File: config.mk
export PLATFORM = sky130hd
export DESIGN_NAME = scs_system_clock_select
export DESIGN_NICKNAME = d
export VERILOG_FILES = /design/src/include/scs_pkg.sv /design/src/rtl/scs_system_clock_select.sv
export SDC_FILE = /design/constraint.sdc
export NUM_CORES = 1
export LEC_CHECK = 0
export ABC_AREA = 1
export ABC_CLOCK_PERIOD_IN_PS = 3110
export BUFFER_PORTS_ARGS = -buffer_cell sky130_fd_sc_hd__buf_2
export CAP_MARGIN = 0
export CORE_ASPECT_RATIO = 0.5
export CORE_UTILIZATION = 67
export CTS_CLUSTER_SIZE = 12
export DETAILED_ROUTE_END_ITERATION = 10
export PLACE_DENSITY = 0.86
export SLEW_MARGIN = 40
export SYNTH_ARGS = -nofsm -noshare
export SYNTH_HDL_FRONTEND = slang
export SYNTH_SLANG_ARGS = --single-unit
export TNS_END_PERCENT = 30
File: constraint.sdc
create_clock -name i_mclk -period 3.11 [get_ports i_mclk]
set_input_delay 0 -clock i_mclk [delete_from_list [all_inputs] [get_ports i_mclk]]
set_output_delay 0 -clock i_mclk [all_outputs]
set_load 0.02 [all_outputs]
File: src/include/scs_pkg.sv
package scs_pkg;

   // Master clock rate that every internal oscillator model is derived from.
   localparam longint CLK_HZ       = 64'd125_000_000;
   // Nominal internal oscillator frequencies.
   localparam longint MF_HZ        = 64'd500_000;
   localparam longint LF_HZ        = 64'd31_000;
   // The high-frequency source is the mid-frequency source times two to the power of this value.
   localparam int     PLL_MULT_LOG = 5;
   // Width of the phase accumulators that model the oscillators.
   localparam int     NCO_W        = 24;

   // Phase increments per master cycle, derived from the nominal rates.
   localparam logic [NCO_W-1:0] MF_INC = NCO_W'((MF_HZ << NCO_W) / CLK_HZ);
   localparam logic [NCO_W-1:0] LF_INC = NCO_W'((LF_HZ << NCO_W) / CLK_HZ);
   // Position of the tuning value inside the increment.
   localparam int     TUNE_POS     = 4;

   // Edges the start-up timer counts on the crystal before it expires.
   localparam int     ST_EDGES     = 1024;
   localparam int     ST_CNT_W     = 11;

   // Configuration oscillator select encodings.
   localparam logic [2:0] CFG_LP     = 3'h0;
   localparam logic [2:0] CFG_XT     = 3'h1;
   localparam logic [2:0] CFG_HS     = 3'h2;
   localparam logic [2:0] CFG_INTERNAL_OSC_BLOCK = 3'h4;

   // Source key kinds: top two bits of a six bit source key.
   localparam logic [1:0] KIND_EXT   = 2'h0;
   localparam logic [1:0] KIND_TMR   = 2'h1;
   localparam logic [1:0] KIND_INT   = 2'h2;

   // Reset values.
   localparam logic [1:0] CSS_RESET  = 2'h0;
   localparam logic [5:0] KEY_RESET  = 6'h20;

   // Clock switch sequencer states.
   typedef enum logic [0:0] {
      SCS_RUN,
      SCS_WAIT
   } scs_state_type;

endpackage

File: src/rtl/scs_system_clock_select.sv
`timescale 1ns/1ps
// Operation
// - Internal block via config or run-time select.
// - Internal mode frees input pin, optional clock out.
// - High source is mid source times PLL, tunable.
// - Tunable calibrated mid oscillator at 500 kHz.
// - Untrimmed low oscillator at 31 kHz.
// - Selected clock drives processor and peripherals.
// - Select 00 uses configured default source.
// - Select 01 uses timer crystal oscillator.
// - Select 1x uses internal frequency select.
// - Every reset clears the source select.
// - Automatic switches leave select field unchanged.
// - Wait for new clock stable before use.
// - Status flag shows external source after timeout.
// - Start-up timer ignores the timer oscillator.
// - Timer crystal enabled by its enable bit.
module scs_system_clock_select
   import scs_pkg::*;
#(
   parameter int STABLE_TICKS      = 16,
   parameter int TIMER_READY_EDGES = 64
) (
   // Clock and reset.
   input  wire logic       i_mclk,
   input  wire logic       i_rst,
   // Configuration word fields.
   input  wire logic [2:0] i_config_osc_select,
   input  wire logic       i_clock_output_enable,
   // Software control fields.
   input  wire logic       i_css_write,
   input  wire logic [1:0] i_css_wdata,
   input  wire logic [3:0] i_internal_freq_select,
   input  wire logic [5:0] i_osc_tuning,
   input  wire logic       i_timer_osc_enable,
   // Pins from outside the clock domain.
   input  wire logic       i_clock_input_pin,
   input  wire logic       i_timer_crystal_in_pin,
   // Software status fields.
   output logic [1:0]      o_clock_source_select,
   output logic            o_startup_timer_status,
   output logic            o_timer_osc_ready,
   // System clock enables.
   output logic            o_cpu_clk_tick,
   output logic            o_periph_clk_tick,
   // Pin functions.
   output logic            o_clkin_is_gpio,
   output logic            o_clkout_is_gpio,
   output logic            o_clkout_out,
   output logic            o_clkout_oe_n
);

   // Refuse counts that the sequencer and ready counter cannot serve.
   if (STABLE_TICKS < 1 || STABLE_TICKS > 255) begin : g_bad_stable
      $error("STABLE_TICKS out of range");
   end
   if (TIMER_READY_EDGES < 1 || TIMER_READY_EDGES > 65535) begin : g_bad_ready
      $error("TIMER_READY_EDGES out of range");
   end

   // Tick of a power-of-two postscaler: every 2**shift source ticks.
   function automatic logic div_tick(input logic src, input logic [6:0] cnt,
                                     input int shift);
      logic [6:0] mask;
      mask = 7'((1 << shift) - 1);
      return src && ((cnt & mask) == 7'h00);
   endfunction

   // Internal frequency select mapped onto the three internal sources.
   function automatic logic int_tick(input logic [3:0] ifs, input logic hf,
                                     input logic mf, input logic lf,
                                     input logic [6:0] hc, input logic [6:0] mc);
      if (ifs >= 4'h8) begin
         return div_tick(hf, hc, 15 - int'(ifs));
      end else if (ifs >= 4'h2) begin
         return div_tick(mf, mc, 7 - int'(ifs));
      end else begin
         return lf;
      end
   endfunction

   // Synchronisers: two flops each, a third stage only for edge detection.
   logic [2:0] clkin_sync;          // Clock input pin pipeline.
   logic [2:0] tmr_sync;            // Timer crystal pin pipeline.
   logic [2:0] next_clkin_sync;
   logic [2:0] next_tmr_sync;
   logic       ext_tick;            // Rising edge of the configured clock.
   logic       tmr_edge;            // Rising edge of the timer crystal.

   // Sample both pins; nothing reads stage zero except stage one.
   always_comb begin
      next_clkin_sync = {clkin_sync[1:0], i_clock_input_pin};
      next_tmr_sync   = {tmr_sync[1:0], i_timer_crystal_in_pin};
   end

   // Register the synchroniser stages.
   always_ff @(posedge i_mclk) begin
      if (i_rst) begin
         clkin_sync <= 3'h0;
         tmr_sync   <= 3'h0;
      end else begin
         clkin_sync <= next_clkin_sync;
         tmr_sync   <= next_tmr_sync;
      end
   end

   assign ext_tick = clkin_sync[1] && !clkin_sync[2];
   // The crystal amplifier only runs while its enable bit is set.
   // enable gates crystal.
   assign tmr_edge = tmr_sync[1] && !tmr_sync[2] && i_timer_osc_enable;

   // Internal oscillator models as phase accumulators.
   logic [NCO_W-1:0] mf_acc;        // Mid-frequency phase.
   logic [NCO_W-1:0] hf_acc;        // High-frequency phase.
   logic [NCO_W-1:0] lf_acc;        // Low-frequency phase.
   logic             mf_tick;       // Mid-frequency period tick.
   logic             hf_tick;       // High-frequency period tick.
   logic             lf_tick;       // Low-frequency period tick.
   logic [6:0]       mf_div;        // Mid-frequency postscaler.
   logic [6:0]       hf_div;        // High-frequency postscaler.
   logic [NCO_W-1:0] next_mf_acc;
   logic [NCO_W-1:0] next_hf_acc;
   logic [NCO_W-1:0] next_lf_acc;
   logic             next_mf_tick;
   logic             next_hf_tick;
   logic             next_lf_tick;
   logic [6:0]       next_mf_div;
   logic [6:0]       next_hf_div;
   logic [NCO_W-1:0] mf_inc;        // Tuned mid-frequency increment.
   logic [NCO_W-1:0] hf_inc;        // Multiplied increment for the high source.

   // Advance each oscillator; the carry out of an accumulator is one period.
   always_comb begin
      mf_inc = MF_INC + NCO_W'({{(NCO_W-6-TUNE_POS){i_osc_tuning[5]}}, i_osc_tuning,
                                {TUNE_POS{1'b0}}});
      hf_inc = NCO_W'({mf_inc, {PLL_MULT_LOG{1'b0}}});
      {next_mf_tick, next_mf_acc} = {1'b0, mf_acc} + {1'b0, mf_inc};
      {next_hf_tick, next_hf_acc} = {1'b0, hf_acc} + {1'b0, hf_inc};
      {next_lf_tick, next_lf_acc} = {1'b0, lf_acc} + {1'b0, LF_INC};
      next_mf_div = mf_tick ? mf_div + 7'h01 : mf_div;
      next_hf_div = hf_tick ? hf_div + 7'h01 : hf_div;
   end

   // Register the oscillator models.
   always_ff @(posedge i_mclk) begin
      if (i_rst) begin
         mf_acc  <= '0;
         hf_acc  <= '0;
         lf_acc  <= '0;
         mf_tick <= 1'b0;
         hf_tick <= 1'b0;
         lf_tick <= 1'b0;
         mf_div  <= 7'h00;
         hf_div  <= 7'h00;
      end else begin
         mf_acc  <= next_mf_acc;
         hf_acc  <= next_hf_acc;
         lf_acc  <= next_lf_acc;
         mf_tick <= next_mf_tick;
         hf_tick <= next_hf_tick;
         lf_tick <= next_lf_tick;
         mf_div  <= next_mf_div;
         hf_div  <= next_hf_div;
      end
   end

   // Software select field, start-up timer and timer oscillator ready.
   logic [1:0]          css;            // Clock source select field.
   logic [ST_CNT_W-1:0] st_cnt;         // Start-up timer edge count.
   logic                st_done;        // Start-up timer expired.
   logic [15:0]         rdy_cnt;        // Timer crystal edge count.
   logic                tmr_ready;      // Timer oscillator ready flag.
   logic [1:0]          next_css;
   logic [ST_CNT_W-1:0] next_st_cnt;
   logic                next_st_done;
   logic [15:0]         next_rdy_cnt;
   logic                next_tmr_ready;
   logic                xtal_mode;      // Configured for a crystal mode.

   assign xtal_mode = (i_config_osc_select == CFG_LP) ||
                      (i_config_osc_select == CFG_XT) ||
                      (i_config_osc_select == CFG_HS);

   // Compute the control field and the two timers.
   always_comb begin
      // Only software writes change the field; automatic switching never does.
      // field left alone.
      next_css = i_css_write ? i_css_wdata : css;
      // The start-up timer counts only the configured clock pin.
      // timer crystal ignored.
      next_st_cnt  = st_cnt;
      next_st_done = st_done;
      if (!st_done && ext_tick) begin
         next_st_cnt = st_cnt + ST_CNT_W'(1);
         next_st_done = (st_cnt == ST_CNT_W'(ST_EDGES - 1));
      end
      // Ready drops at once when the crystal is switched off.
      next_rdy_cnt   = rdy_cnt;
      next_tmr_ready = tmr_ready;
      if (!i_timer_osc_enable) begin
         next_rdy_cnt   = 16'h0000;
         next_tmr_ready = 1'b0;
      end else if (!tmr_ready && tmr_edge) begin
         next_rdy_cnt   = rdy_cnt + 16'h0001;
         next_tmr_ready = (rdy_cnt == 16'(TIMER_READY_EDGES - 1));
      end
   end

   // Register the control field and timers.
   always_ff @(posedge i_mclk) begin
      if (i_rst) begin
         css       <= CSS_RESET;
         st_cnt    <= '0;
         st_done   <= 1'b0;
         rdy_cnt   <= 16'h0000;
         tmr_ready <= 1'b0;
      end else begin
         css       <= next_css;
         st_cnt    <= next_st_cnt;
         st_done   <= next_st_done;
         rdy_cnt   <= next_rdy_cnt;
         tmr_ready <= next_tmr_ready;
      end
   end

   // Target source key and the tick of any key.
   logic [5:0] target_key;

   // Tick of a source named by its key.
   function automatic logic key_tick(input logic [5:0] key, input logic e,
                                     input logic t, input logic hf,
                                     input logic mf, input logic lf,
                                     input logic [6:0] hc, input logic [6:0] mc);
      if (key[5:4] == KIND_EXT) begin
         return e;
      end else if (key[5:4] == KIND_TMR) begin
         return t;
      end else begin
         return int_tick(key[3:0], hf, mf, lf, hc, mc);
      end
   endfunction

   // Decide which source the system clock should come from.
   always_comb begin
      if (css[1]) begin
         target_key = {KIND_INT, i_internal_freq_select};
      end else if (css[0]) begin
         target_key = {KIND_TMR, 4'h0};
      end else if (i_config_osc_select == CFG_INTERNAL_OSC_BLOCK) begin
         target_key = {KIND_INT, i_internal_freq_select};
      end else if (xtal_mode && !st_done) begin
         // Two-speed start: run internally until the crystal has settled.
         target_key = {KIND_INT, i_internal_freq_select};
      end else begin
         target_key = {KIND_EXT, 4'h0};
      end
   end

   // Clock switch sequencer.
   scs_state_type state;            // Sequencer state.
   logic [5:0]    cur_key;          // Source now driving the system clock.
   logic [5:0]    new_key;          // Source being qualified.
   logic [7:0]    stab_cnt;         // Ticks of the new source seen so far.
   logic          sys_tick;         // Registered system clock enable.
   logic          clkout;           // Clock output pin level.
   scs_state_type next_state;
   logic [5:0]    next_cur_key;
   logic [5:0]    next_new_key;
   logic [7:0]    next_stab_cnt;
   logic          next_sys_tick;
   logic          next_clkout;
   logic          cur_t;            // Tick of the current source.
   logic          new_t;            // Tick of the qualifying source.

   // Keep the old clock until the new one has shown enough periods.
   always_comb begin
      cur_t = key_tick(cur_key, ext_tick, tmr_edge, hf_tick, mf_tick, lf_tick,
                       hf_div, mf_div);
      new_t = key_tick(new_key, ext_tick, tmr_edge, hf_tick, mf_tick, lf_tick,
                       hf_div, mf_div);
      next_state    = state;
      next_cur_key  = cur_key;
      next_new_key  = new_key;
      next_stab_cnt = stab_cnt;
      next_sys_tick = cur_t;
      case (state)
         SCS_RUN: begin
            if (target_key != cur_key) begin
               next_state    = SCS_WAIT;
               next_new_key  = target_key;
               next_stab_cnt = 8'h00;
            end
         end
         SCS_WAIT: begin
            if (target_key != new_key) begin
               // A fresh request restarts qualification from zero.
               next_new_key  = target_key;
               next_stab_cnt = 8'h00;
               if (target_key == cur_key) begin
                  next_state = SCS_RUN;
               end
            end else if (new_t && stab_cnt < 8'(STABLE_TICKS)) begin
               next_stab_cnt = stab_cnt + 8'h01;
            end else if (new_t && !sys_tick) begin
               // Change over on a new edge with no old edge just before it.
               // glitch free changeover.
               next_cur_key  = new_key;
               next_state    = SCS_RUN;
               next_sys_tick = 1'b1;
            end
         end
         default: begin
            next_state = SCS_RUN;
         end
      endcase
      // The clock output pin toggles on every system clock period.
      next_clkout = sys_tick ? !clkout : clkout;
   end

   // Register the sequencer.
   always_ff @(posedge i_mclk) begin
      if (i_rst) begin
         state    <= SCS_RUN;
         cur_key  <= KEY_RESET;
         new_key  <= KEY_RESET;
         stab_cnt <= 8'h00;
         sys_tick <= 1'b0;
         clkout   <= 1'b0;
      end else begin
         state    <= next_state;
         cur_key  <= next_cur_key;
         new_key  <= next_new_key;
         stab_cnt <= next_stab_cnt;
         sys_tick <= next_sys_tick;
         clkout   <= next_clkout;
      end
   end

   // Status and clock outputs.
   assign o_clock_source_select  = css;
   assign o_startup_timer_status = (cur_key[5:4] == KIND_EXT);
   assign o_timer_osc_ready      = tmr_ready;
   assign o_cpu_clk_tick         = sys_tick;
   assign o_periph_clk_tick      = sys_tick;

   // In internal mode the input pin is free and the output pin is optional.
   // pin functions.
   assign o_clkin_is_gpio  = (i_config_osc_select == CFG_INTERNAL_OSC_BLOCK);
   assign o_clkout_is_gpio = (i_config_osc_select == CFG_INTERNAL_OSC_BLOCK) && !i_clock_output_enable;
   assign o_clkout_oe_n    = !((i_config_osc_select == CFG_INTERNAL_OSC_BLOCK) && i_clock_output_enable);
   assign o_clkout_out     = clkout;

endmodule
Word level (Yosys, flattened, before mapping)
Index checks and enable logic that the tools add are counted.
{"block": "word_totals", "ff_bits": 149, "latchBits": 0, "ramBits": 0, "mem_bits_ro": 0, "in_bits": 22, "out_inout_bits": 10, "elab_cells": 132, "memories": 0}
{"block": "op_classes", "addsub": 17, "multipliers": 0, "n_div": 0, "order_cmp": 5, "eq_ne": 13, "n_shift": 4, "muxes": 29, "n_bitwise": 8, "n_reduce_logical": 35}
{"op": "left shift 1 x 32 -> 7 bit, first input constant", "n": 4}
{"op": "adder 24 x 24 -> 25 bit", "n": 2}
{"op": "two-way mux 6 bit", "n": 6}
{"op": "bitwise AND 7 bit", "n": 4}
{"op": "logical NOT 7 bit", "n": 4}
{"op": "subtractor 7 x 2 -> 7 bit, second input constant", "n": 4}
{"op": "adder 24 x 13 -> 25 bit, second input constant", "n": 1}
{"op": "two-way mux 8 bit", "n": 3}
{"op": "adder 18 x 10 -> 19 bit, first input constant", "n": 1}
{"op": "two-way mux 1 bit", "n": 17}
{"op": "adder 16 x 1 -> 16 bit, second input constant", "n": 1}
{"op": "== test 16 x 6 -> 1 bit, second input constant", "n": 1}
{"op": "one-hot mux 8 bit (2 select lines)", "n": 1}
{"op": "adder 7 x 1 -> 7 bit, second input constant", "n": 2}
{"op": "logical AND 1 bit", "n": 14}
{"op": "!= test 6 bit", "n": 2}
{"op": "one-hot mux 6 bit (2 select lines)", "n": 1}
{"op": "adder 11 x 1 -> 11 bit, second input constant", "n": 1}
{"op": "== test 11 x 10 -> 1 bit, second input constant", "n": 1}
{"op": "subtractor 3 x 4 -> 5 bit, first input constant", "n": 2}
{"op": "subtractor 4 x 4 -> 5 bit, first input constant", "n": 2}
{"op": "adder 8 x 1 -> 8 bit, second input constant", "n": 1}
{"op": "greater-or-equal comparator 4 x 2 -> 1 bit, second input constant", "n": 2}
{"op": "greater-or-equal comparator 4 bit, second input constant", "n": 2}
{"op": "18 further kinds", "n": 32}

Depth between registers and ports, before layout
Gate-level depths: netlist (run 1).
{"block": "depth", "depth_word": 15, "mapped_depth": 21, "ltp_nobuf": 20}

Least setup slack after synthesis (run 1)
No wires, ideal clock.
{"block": "synth_timing", "path_kind": "reg-to-reg", "startpoint": "register new_key[1]", "endpoint": "register stab_cnt[0]", "setup_ps": 113, "arrival_ps": 2032, "required_time_ps": 2997, "setup_slack_ps": 965, "path_stages_with_launch": 21, "path_buffers": 1, "period_less_slack_ps": 2145, "path_cell_list": "dfxtp_1 > buf_2 > inv_1 > nor2_1 > nand2_1 > ha_1 > or2_2 > nand2_1 > nor2_1 > nand2_1 > nor2_1 > nand3_1 > nand2_1 > nand3_1 > nand2_2 > nand2_2 > nand2_2 > nand2_4 > nand2_1 > nand2_1 > nor2_1"}
{"block": "synth_via", "elab_chain_len": 13, "word_cells_on_any_way": 24, "cone_classes": "add/sub: 4; order compare: 2; eq/ne: 2; shift: 2; mux: 6; bitwise: 2; reduce/logical: 6"}
{"item": "start, declared", "line": "scs_system_clock_select.sv:262", "source": "logic [5:0] new_key;"}
{"item": "start signal, assigned", "line": "scs_system_clock_select.sv:332", "source": "new_key <= next_new_key;"}
{"item": "subtractor 3 x 4 -> 5 bit", "line": "scs_system_clock_select.sv:76", "source": "return div_tick(mf, mc, 7 - int'(ifs));"}
{"item": "left shift 1 x 32 -> 7 bit", "line": "scs_system_clock_select.sv:65", "source": "mask = 7'((1 << shift) - 1);"}
{"item": "subtractor 7 x 2 -> 7 bit", "line": "scs_system_clock_select.sv:65"}
{"item": "bitwise AND 7 bit", "line": "scs_system_clock_select.sv:66", "source": "return src && ((cnt & mask) == 7'h00);"}
{"item": "logical NOT 7 bit", "line": "scs_system_clock_select.sv:66"}
{"item": "logical AND 1 bit", "line": "scs_system_clock_select.sv:66"}
{"item": "two-way mux 1 bit", "line": "scs_system_clock_select.sv:75", "source": "end else if (ifs >= 4'h2) begin"}
{"item": "two-way mux 1 bit", "line": "scs_system_clock_select.sv:73", "source": "if (ifs >= 4'h8) begin"}
{"item": "two-way mux 1 bit", "line": "scs_system_clock_select.sv:236", "source": "end else if (key[5:4] == KIND_TMR) begin"}
{"item": "two-way mux 1 bit", "line": "scs_system_clock_select.sv:234", "source": "if (key[5:4] == KIND_EXT) begin"}
{"item": "logical AND 1 bit", "line": "scs_system_clock_select.sv:302", "source": "end else if (new_t && stab_cnt < 8'(STABLE_TICKS)) begin"}
{"item": "!= test 3 x 1 -> 1 bit (no line)"}
{"item": "AND reduction 2 bit (no line)"}
{"item": "end signal, assigned", "line": "scs_system_clock_select.sv:333", "source": "stab_cnt <= next_stab_cnt;"}
{"item": "end, declared", "line": "scs_system_clock_select.sv:263", "source": "logic [7:0] stab_cnt;"}
Several ways; a longest one is shown, not always the timed one.
A chain may end at the register's enable or synchronous reset.

Final worst setup path (run 1)
{"block": "layout_timing", "startpoint": "register new_key[2]", "endpoint": "register stab_cnt[0]"}
The elaborated chain is that of the path after synthesis.

==> results.md, run 1 <==
- Status: complete, no violations
- Core area: between 0.01 and 0.015 mm^2
- CTS tree: yes
- Critical-path cell list: inv_2 -> nor2_1 -> nand2_1 -> ha_1 -> or2_2 -> nand2_1 -> nor2_1 -> nand2_1 -> nor2_1 -> nand3_1 -> nand2_1 -> nand3_1 -> nand2_2 -> nand2_2 -> nand2_2 -> nand2_4 -> nand2_1 -> nand2_1 -> nor2_1
- Crit start category: register
- Post-placement cell count: 1194
- Port Buffers: 31
- Synth async-reset ratio: 0%
- Total gr overflow: 0
- Crit path top cell by count: nand2_1
- First-pass GRT wire length: approximately 26 mm
- Nets: 1132
- Die ar.: 0.01109 mm^2
- Largest family of logic cells by synthesized area: simple AND/OR/NAND/NOR gates
- Post-DRT Antenna Nets: 0
- Max FO, Critical Path: 9
- Pleak: 3.523 nW
- Synthesized area: 0.007137 mm^2
- DRT Pass-1 Iters: 5
- Max capacitance violation total: 0
- Post-synth cell types: 46
- Critical path's largest stage delay: 490 ps
- # IOs: 32
- Post-Synth XOR/XNOR Area: 2.279%
- Worst EP required: 3420 ps
- Vias in the first global route: slightly above 6k
- Total wire length: roughly 16 mm
- Top delay family on crit path: simple AND/OR/NAND/NOR gates
- Synth Area per Inst: about 6.9 um^2
- Period Utilization, post-route: 84.57%
- Clk_lat worst skew: 420 ps
- Initial antenna violation count: 0
- Clock root buffer: clkbuf_16
- Worst-Margin Slew: 675.8 ps
- Via/cell ratio: between 5 and 6
- Crit path kind: register to register
- Total power: approximately 4.7 mW
- Top post-synthesis cells by count: nand2_1 (199), nor2_1 (150), dfxtp_1 (134)
- Share of cells above drive strength 1: 9.066%
- Die Span Y: approximately 75 um
- PwrDens: 583.0 mW/mm^2
- R2R Path Start: new_key[2]
- Clock Tree Buf Depth: 2
- Crit path DAT: 2940 ps
- Crit path capture type: register
- Tmin final: 2630 ps
- Sequential fraction of the synthesis area: 37.59%
- Gr usage total: 29.15%
- Synthesis warning total: 0
- Fin. max-slew vios: 0
- Post-DP HPWL: 10.82 mm
- Top post-synthesis cells by area: dfxtp_1 (38%), nand2_1 (10%), nor2_1 (7.9%), a21oi_1 (7.0%), inv_1 (6.8%)
- Vias: 6700
- Most common cell in the netlist: nand2_1
- Endpoints failing hold: 0
- Hold Slack: roughly 30 ps
- Maximum VDD drop: 434.5 uV
- Setup TNS: 0 ps
- Drt wl/cell: roughly 13 um
- Worst hold path type: input port to register
- #FFs+latches synth: 134
- RSZ-0062 raised after global routing: no
- H-tree depth: 4
- WHS Path Cells: 5
- CP bufs+invs: 1
- GPL Wtd Cong: 0.9193
- Largest net degree at the start of global routing: 72
- Slowest CP cell: dfxtp_1
- Mux cell area share after synthesis: 0%
- Worst-path clk slew: 60 ps
- Clock buffer count from CTS: 17
- Area share of and/or/nand/nor cells after synthesis: 30.65%
- Synth Flop Type: dfxtp_1
- WP depth: 19
- Fin util: 78.16%
- Synth top area share: between 30% and 40%
- Achievable Freq: 380.2 MHz
- Reg2Reg Depth: 19
- Cell taking the most area after synthesis: dfxtp_1
- Adder-cell share of the synthesized area: 5.435%
- Number of diodes: 0
- R2r endpoint: stab_cnt[0]
- R2r setup slk: 480 ps
- Row cnt: 26
- Die width: about 150 um
- Initial DRC count: 414
- Skew final: 11.18 ps
- Worst setup path start: new_key[2]
- Setup violators final: 0
- Clock sink count: 134
- Initial Utilization: 69.43%
- Synthesized instance count: between 1k and 1.5k
- DRC: 0
- Final cell count without fillers: 1232
- Synth Area in Compound Gates: 15.43%
- EDFF count, synth: 0
- Area Growth Syn to Fin: 12.59%
- CP Capture Point: stab_cnt[0]
- Max_slew headroom: 54.94%
kinds of logic after synthesis:
logic type / Yosys count
AO/OA/AOI/OAI: 203
flip-flops: 134
buffers and inverters: 157
XOR/XNOR: 16
other: 1
adder cells (fa/ha/maj): 31
AND/OR/NAND/NOR: 499
worst min path at each step:
stage	slack (ps)	to	startpoint
final	30	new_key[3]	i_internal_freq_select[3]
after global routing	60	new_key[2]	i_internal_freq_select[2]
after CTS	30	hf_acc[9]	i_osc_tuning[0]
after detailed placement	220	clkin_sync[0]	i_clock_input_pin
after global placement	210	tmr_sync[0]	i_timer_crystal_in_pin
after floorplan	80	o_clkout_is_gpio	i_clock_output_enable
worst register-to-register path: cells and delay by family (launching register included):
family | cells | cell delay [ps]
simple gates | 17 | 1590
buf+inv | 1 | 130
flops | 1 | 490
fa+ha+maj | 1 | 300
area by class of cell:
| cell class | count | area, um^2 |
|---|---|---|
| multi-input combinational | 751 | 3846 |
| sequential | 134 | 2683 |
| fill | 773 | 2245 |
| inverter | 136 | 510.5 |
| clock buffer | 17 | 425.4 |
| timing repair buffer | 39 | 230.2 |
| tap | 140 | 175.2 |
| clock inverter | 15 | 165.2 |
state kept, by name, indices dropped and copies added, names as in the netlist, 6 cells and up:
name,flops
cur_key,6
hf_acc,17
hf_div,7
lf_acc,18
mf_acc,22
mf_div,7
new_key,6
rdy_cnt,16
st_cnt,11
stab_cnt,8
stage by stage:
stage	setup WS, ps	cell area, um^2
2_1_floorplan	964.9	7141
3_3_place_gp	732.2	7385
3_5_place_dp	599.9	7385
4_1_cts	537.8	8035
5_1_grt	291.6	8035
6_report	479.7	8035
routing by layer:
metal | part of all wire [%] | track usage (%) | wire length, um | vias up
met1 | 46 | 35.75 | 7085 | 3009
met2 | 47 | 51.43 | 7302 | 188
met5 | 0 | 0 | 0 | -
li1 | - | - | - | 3474
met4 | 1.7 | 12.37 | 259 | 0
met3 | 5.9 | 5.758 | 922 | 29
power breakdown:
part           internal [mW]  switching [mW]
Sequential              1.83          0.0760
Combinational          0.273           0.495
Clock                   1.20           0.812
layout by cell type, fill, tap and decap left out, types with 3 or more instances in the layout:
cell and count:
nor3_1 31, xor2_1 9, xnor2_1 4, xor2_2 3, a21oi_2 4, o21ai_0 70, dfxtp_1 134, nand2_4 3
nor2_2 3, inv_1 130, inv_2 4, clkinvlp_4 3, o211ai_1 4, ha_1 31, nand2_2 11, nand4_1 11
nor2_1 150, clkbuf_16 17, dlygate4sd3_1 6, buf_2 31, o21a_1 10, nand3_1 67, a31oi_1 4, inv_6 6
nand3b_1 9, a21oi_1 100, nand2_1 199
repair_timing:
action / in CTS / in global routing
resized for setup: 0 / 0
hold endpoints to repair: 10 / 0
hold buffers: 6 / 0
setup endpoints to repair: 0 / 0
buffers inserted: 0 / 0
Note: power is estimated with default switching activity, not from simulation.
==> inputs of run 2 (changes only) <==
--- a/config.mk
+++ b/config.mk
@@ -6,14 +6,14 @@
 export NUM_CORES = 1
 export LEC_CHECK = 0
 export ABC_AREA = 1
-export ABC_CLOCK_PERIOD_IN_PS = 3110
+export ABC_CLOCK_PERIOD_IN_PS = 2550
 export BUFFER_PORTS_ARGS = -buffer_cell sky130_fd_sc_hd__buf_2
 export CAP_MARGIN = 0
 export CORE_ASPECT_RATIO = 0.5
-export CORE_UTILIZATION = 67
+export CORE_UTILIZATION = 62
 export CTS_CLUSTER_SIZE = 12
 export DETAILED_ROUTE_END_ITERATION = 10
-export PLACE_DENSITY = 0.86
+export PLACE_DENSITY = 0.8
 export SLEW_MARGIN = 40
 export SYNTH_ARGS = -nofsm -noshare
 export SYNTH_HDL_FRONTEND = slang
==> constraint.sdc (replaced) <==
create_clock -name i_mclk -period 2.55 [get_ports i_mclk]
set_input_delay 0 -clock i_mclk [delete_from_list [all_inputs] [get_ports i_mclk]]
set_output_delay 0 -clock i_mclk [all_outputs]
set_load 0.02 [all_outputs]
==> run 2 against run 1 <==
Final area up 1.1%. Power up 24%. Clock power up 27%. Routed wire length up 2.5%. Non-clock buffer count up 6. Sequential power up 21%. Worst hold slack worse by 9.7 ps. Largest power group unchanged.
==> results.md, run 2 (synthesis results as in run 1) <==
- Core area: around 0.011 mm^2
- Setup violators final: 0
- Worst-Margin Slew: between 600 and 700 ps
- Commonest cells after routing, fill and taps aside: nand2_1 (199), nor2_1 (147), dfxtp_1 (131)
- CP bufs+invs: 1
- Met3 routed WL: 805 um
- DRC: 0
- Cell internal pwr: about 4.2 mW
- Final WS setup: 195.6 ps
- Top delay family on crit path: simple AND/OR/NAND/NOR gates
- Post-route cell area: around 0.0081 mm^2
- Vias: 6737
- Clock root buffer: clkbuf_16
- Vias in the first global route: around 6.3k
- Die width: 153.7 um
- Port Buffers: 31
- Critical path's largest stage delay: 400 ps
- Share of cells above drive strength 1: 10.20%
- Post-placement cell count: 1206
- H-tree depth: 4
- Largest regs: mf_acc: 22 flops, lf_acc: 18 flops, hf_acc: 17 flops
- Clock Tree Buf Depth: 2
- DRT Pass-1 Iters: 5
- Commonest non-fill, non-tap cell in the layout: nand2_1
- Switch share: 28.65%
- Post-DRT Antenna Nets: 0
- Worst EP required: 2900 ps
- Top Metal Used: met4
- Area Growth Syn to Fin: 13.83%
- Placed cell area: 0.007443 mm^2
- Critical-path cell list: inv_2 -> nor2_1 -> nand2_1 -> ha_1 -> or2_2 -> nand2_1 -> nor2_1 -> nand2_1 -> nor2_1 -> nand3_1 -> nand2_1 -> nand3_1 -> nand2_2 -> nand2_2 -> nand2_2 -> nand2_4 -> nand2_1 -> a21oi_2
- Crit path kind: register to register
- Skew final: 13.96 ps
- Gr usage total: between 20% and 30%
- Total power: just under 6 mW
- Die Span Y: 77.87 um
- Worst hold path type: input port to register
- Crit path DAT: 2700 ps
- PwrDens: 717.5 mW/mm^2
- Fill count: between 800 and 900
- # IOs: 32
- Clk_lat worst skew: 430 ps
- Via/cell ratio: 5.420
- Status: complete, no violations
- WL met1: 7.330 mm
- Fin. max-slew vios: 0
- Die ar.: 0.01197 mm^2
- Met2 routed WL: 7.546 mm
- Nets: 1138
- First-pass GRT wire length: 27.50 mm
- Reg with most FFs: mf_acc
- Worst-path clk slew: 60 ps
- GPL Wtd Cong: 0.9430
- Total gr overflow: 0
- Pleak: 3.556 nW
- CTS tree: yes
- Reg power frac: roughly 40%
- Endpoints failing hold: 0
- Tmin final: ~2400 ps
- Number of diodes: 0
- Period Utilization, post-route: 92.33%
- Initial Utilization: ~64%
- Max_slew headroom: 57.43%
- Max capacitance violation total: 0
- Initial antenna violation count: 0
- Post-CTS Setup Bufs: 0
- Post-DP HPWL: between 10 and 15 mm
- Sw power: about 1.7 mW
- Clock buffer count from CTS: 17
- Comb power frac: about 17%
- Initial DRC count: 440
- Largest net degree at the start of global routing: 59
- Drt wl/cell: around 13 um
- Crit path top cell by count: nand2_1
- Row cnt: 27
- Achievable Freq: 424.7 MHz
- Pre-CTS WS: 115.6 ps
- Slowest CP cell: dfxtp_4
- Max FO, Critical Path: 9
- Clock sink count: 134
- Total wire length: 15.96 mm
- Clk pwr share: 43.7%
- Crit start category: register
- Maximum VDD drop: 450.1 uV
- Final cell count without fillers: 1243
- Max reg flops: 22
- Crit path capture type: register
run 2: cell count changes in the layout (fill, tap and decap cells not counted), moves of 2 or more:
cell and change:
buf_4 +7, nor2_1 -3, nor2_2 +3, dfxtp_1 -3, dfxtp_4 +3, inv_6 -2
run 2: final cells by class:
| type | count | area, um^2 | share of cell area (%) |
|---|---|---|---|
| Clock buffer | 19 | 442.9 | 5.452 |
| Clock inverter | 13 | 168.9 | 2.079 |
| Inverter | 136 | 510.5 | 6.284 |
| Multi-Input combinational cell | 751 | 3854 | 47.44 |
| Sequential cell | 134 | 2694 | 33.16 |
| Tap cell | 145 | 181.4 | 2.233 |
| Timing Repair Buffer | 45 | 272.8 | 3.357 |
run 2: power by group through the flow:
| stage | registers, mW | clock network (mW) | logic (mW) |
|---|---|---|---|
| after global routing | 2.34 | 2.69 | 1.09 |
| final | 2.32 | 2.55 | 0.962 |
| after floorplan | 2.34 | 0 | 0.734 |
| after CTS | 2.32 | 2.57 | 0.952 |
| after global placement | 2.36 | 0 | 0.902 |
| after detailed placement | 2.36 | 0 | 0.924 |
run 2: repair_timing:
action | in CTS | in global routing
endpoints found under the setup margin | 0 | 21
hold endpoints to repair | 4 | 0
resized for setup | 0 | 11
hold buffers | 5 | 0
run 2: routing by layer:
metal / track usage (%) / up-vias
li1: - / 3491
met1: 33.81 / 3048
met2: 49.95 / 167
met3: 6.425 / 31
met4: 11.00 / 0
met5: 0 / -
run 2: tightest hold or removal path, cell delays in order:
cell     delay (ps)
buf_2           100
ha_1            210
a21oi_1          80
run 2: final timing paths:
check	to	startpoint	slack [ps]	cells past startpoint
worst min-delay path	hf_acc[9]	i_osc_tuning[0]	20	3
worst max-delay path	stab_cnt[4]	new_key[2]	200	18
worst min register to register	clkin_sync[1]	clkin_sync[0]	400	2
worst max register to register	stab_cnt[4]	new_key[2]	200	18
run 2: stage by stage:
step	TNS, ps	hold slack (ps)	util, %
detailed placement	0	211.0	66.97
global route	-6.119	43.61	73.09
global placement	0	203.9	66.97
floorplan	0	79.79	-
CTS	0	12.00	72.93
finish	0	20.48	73.09
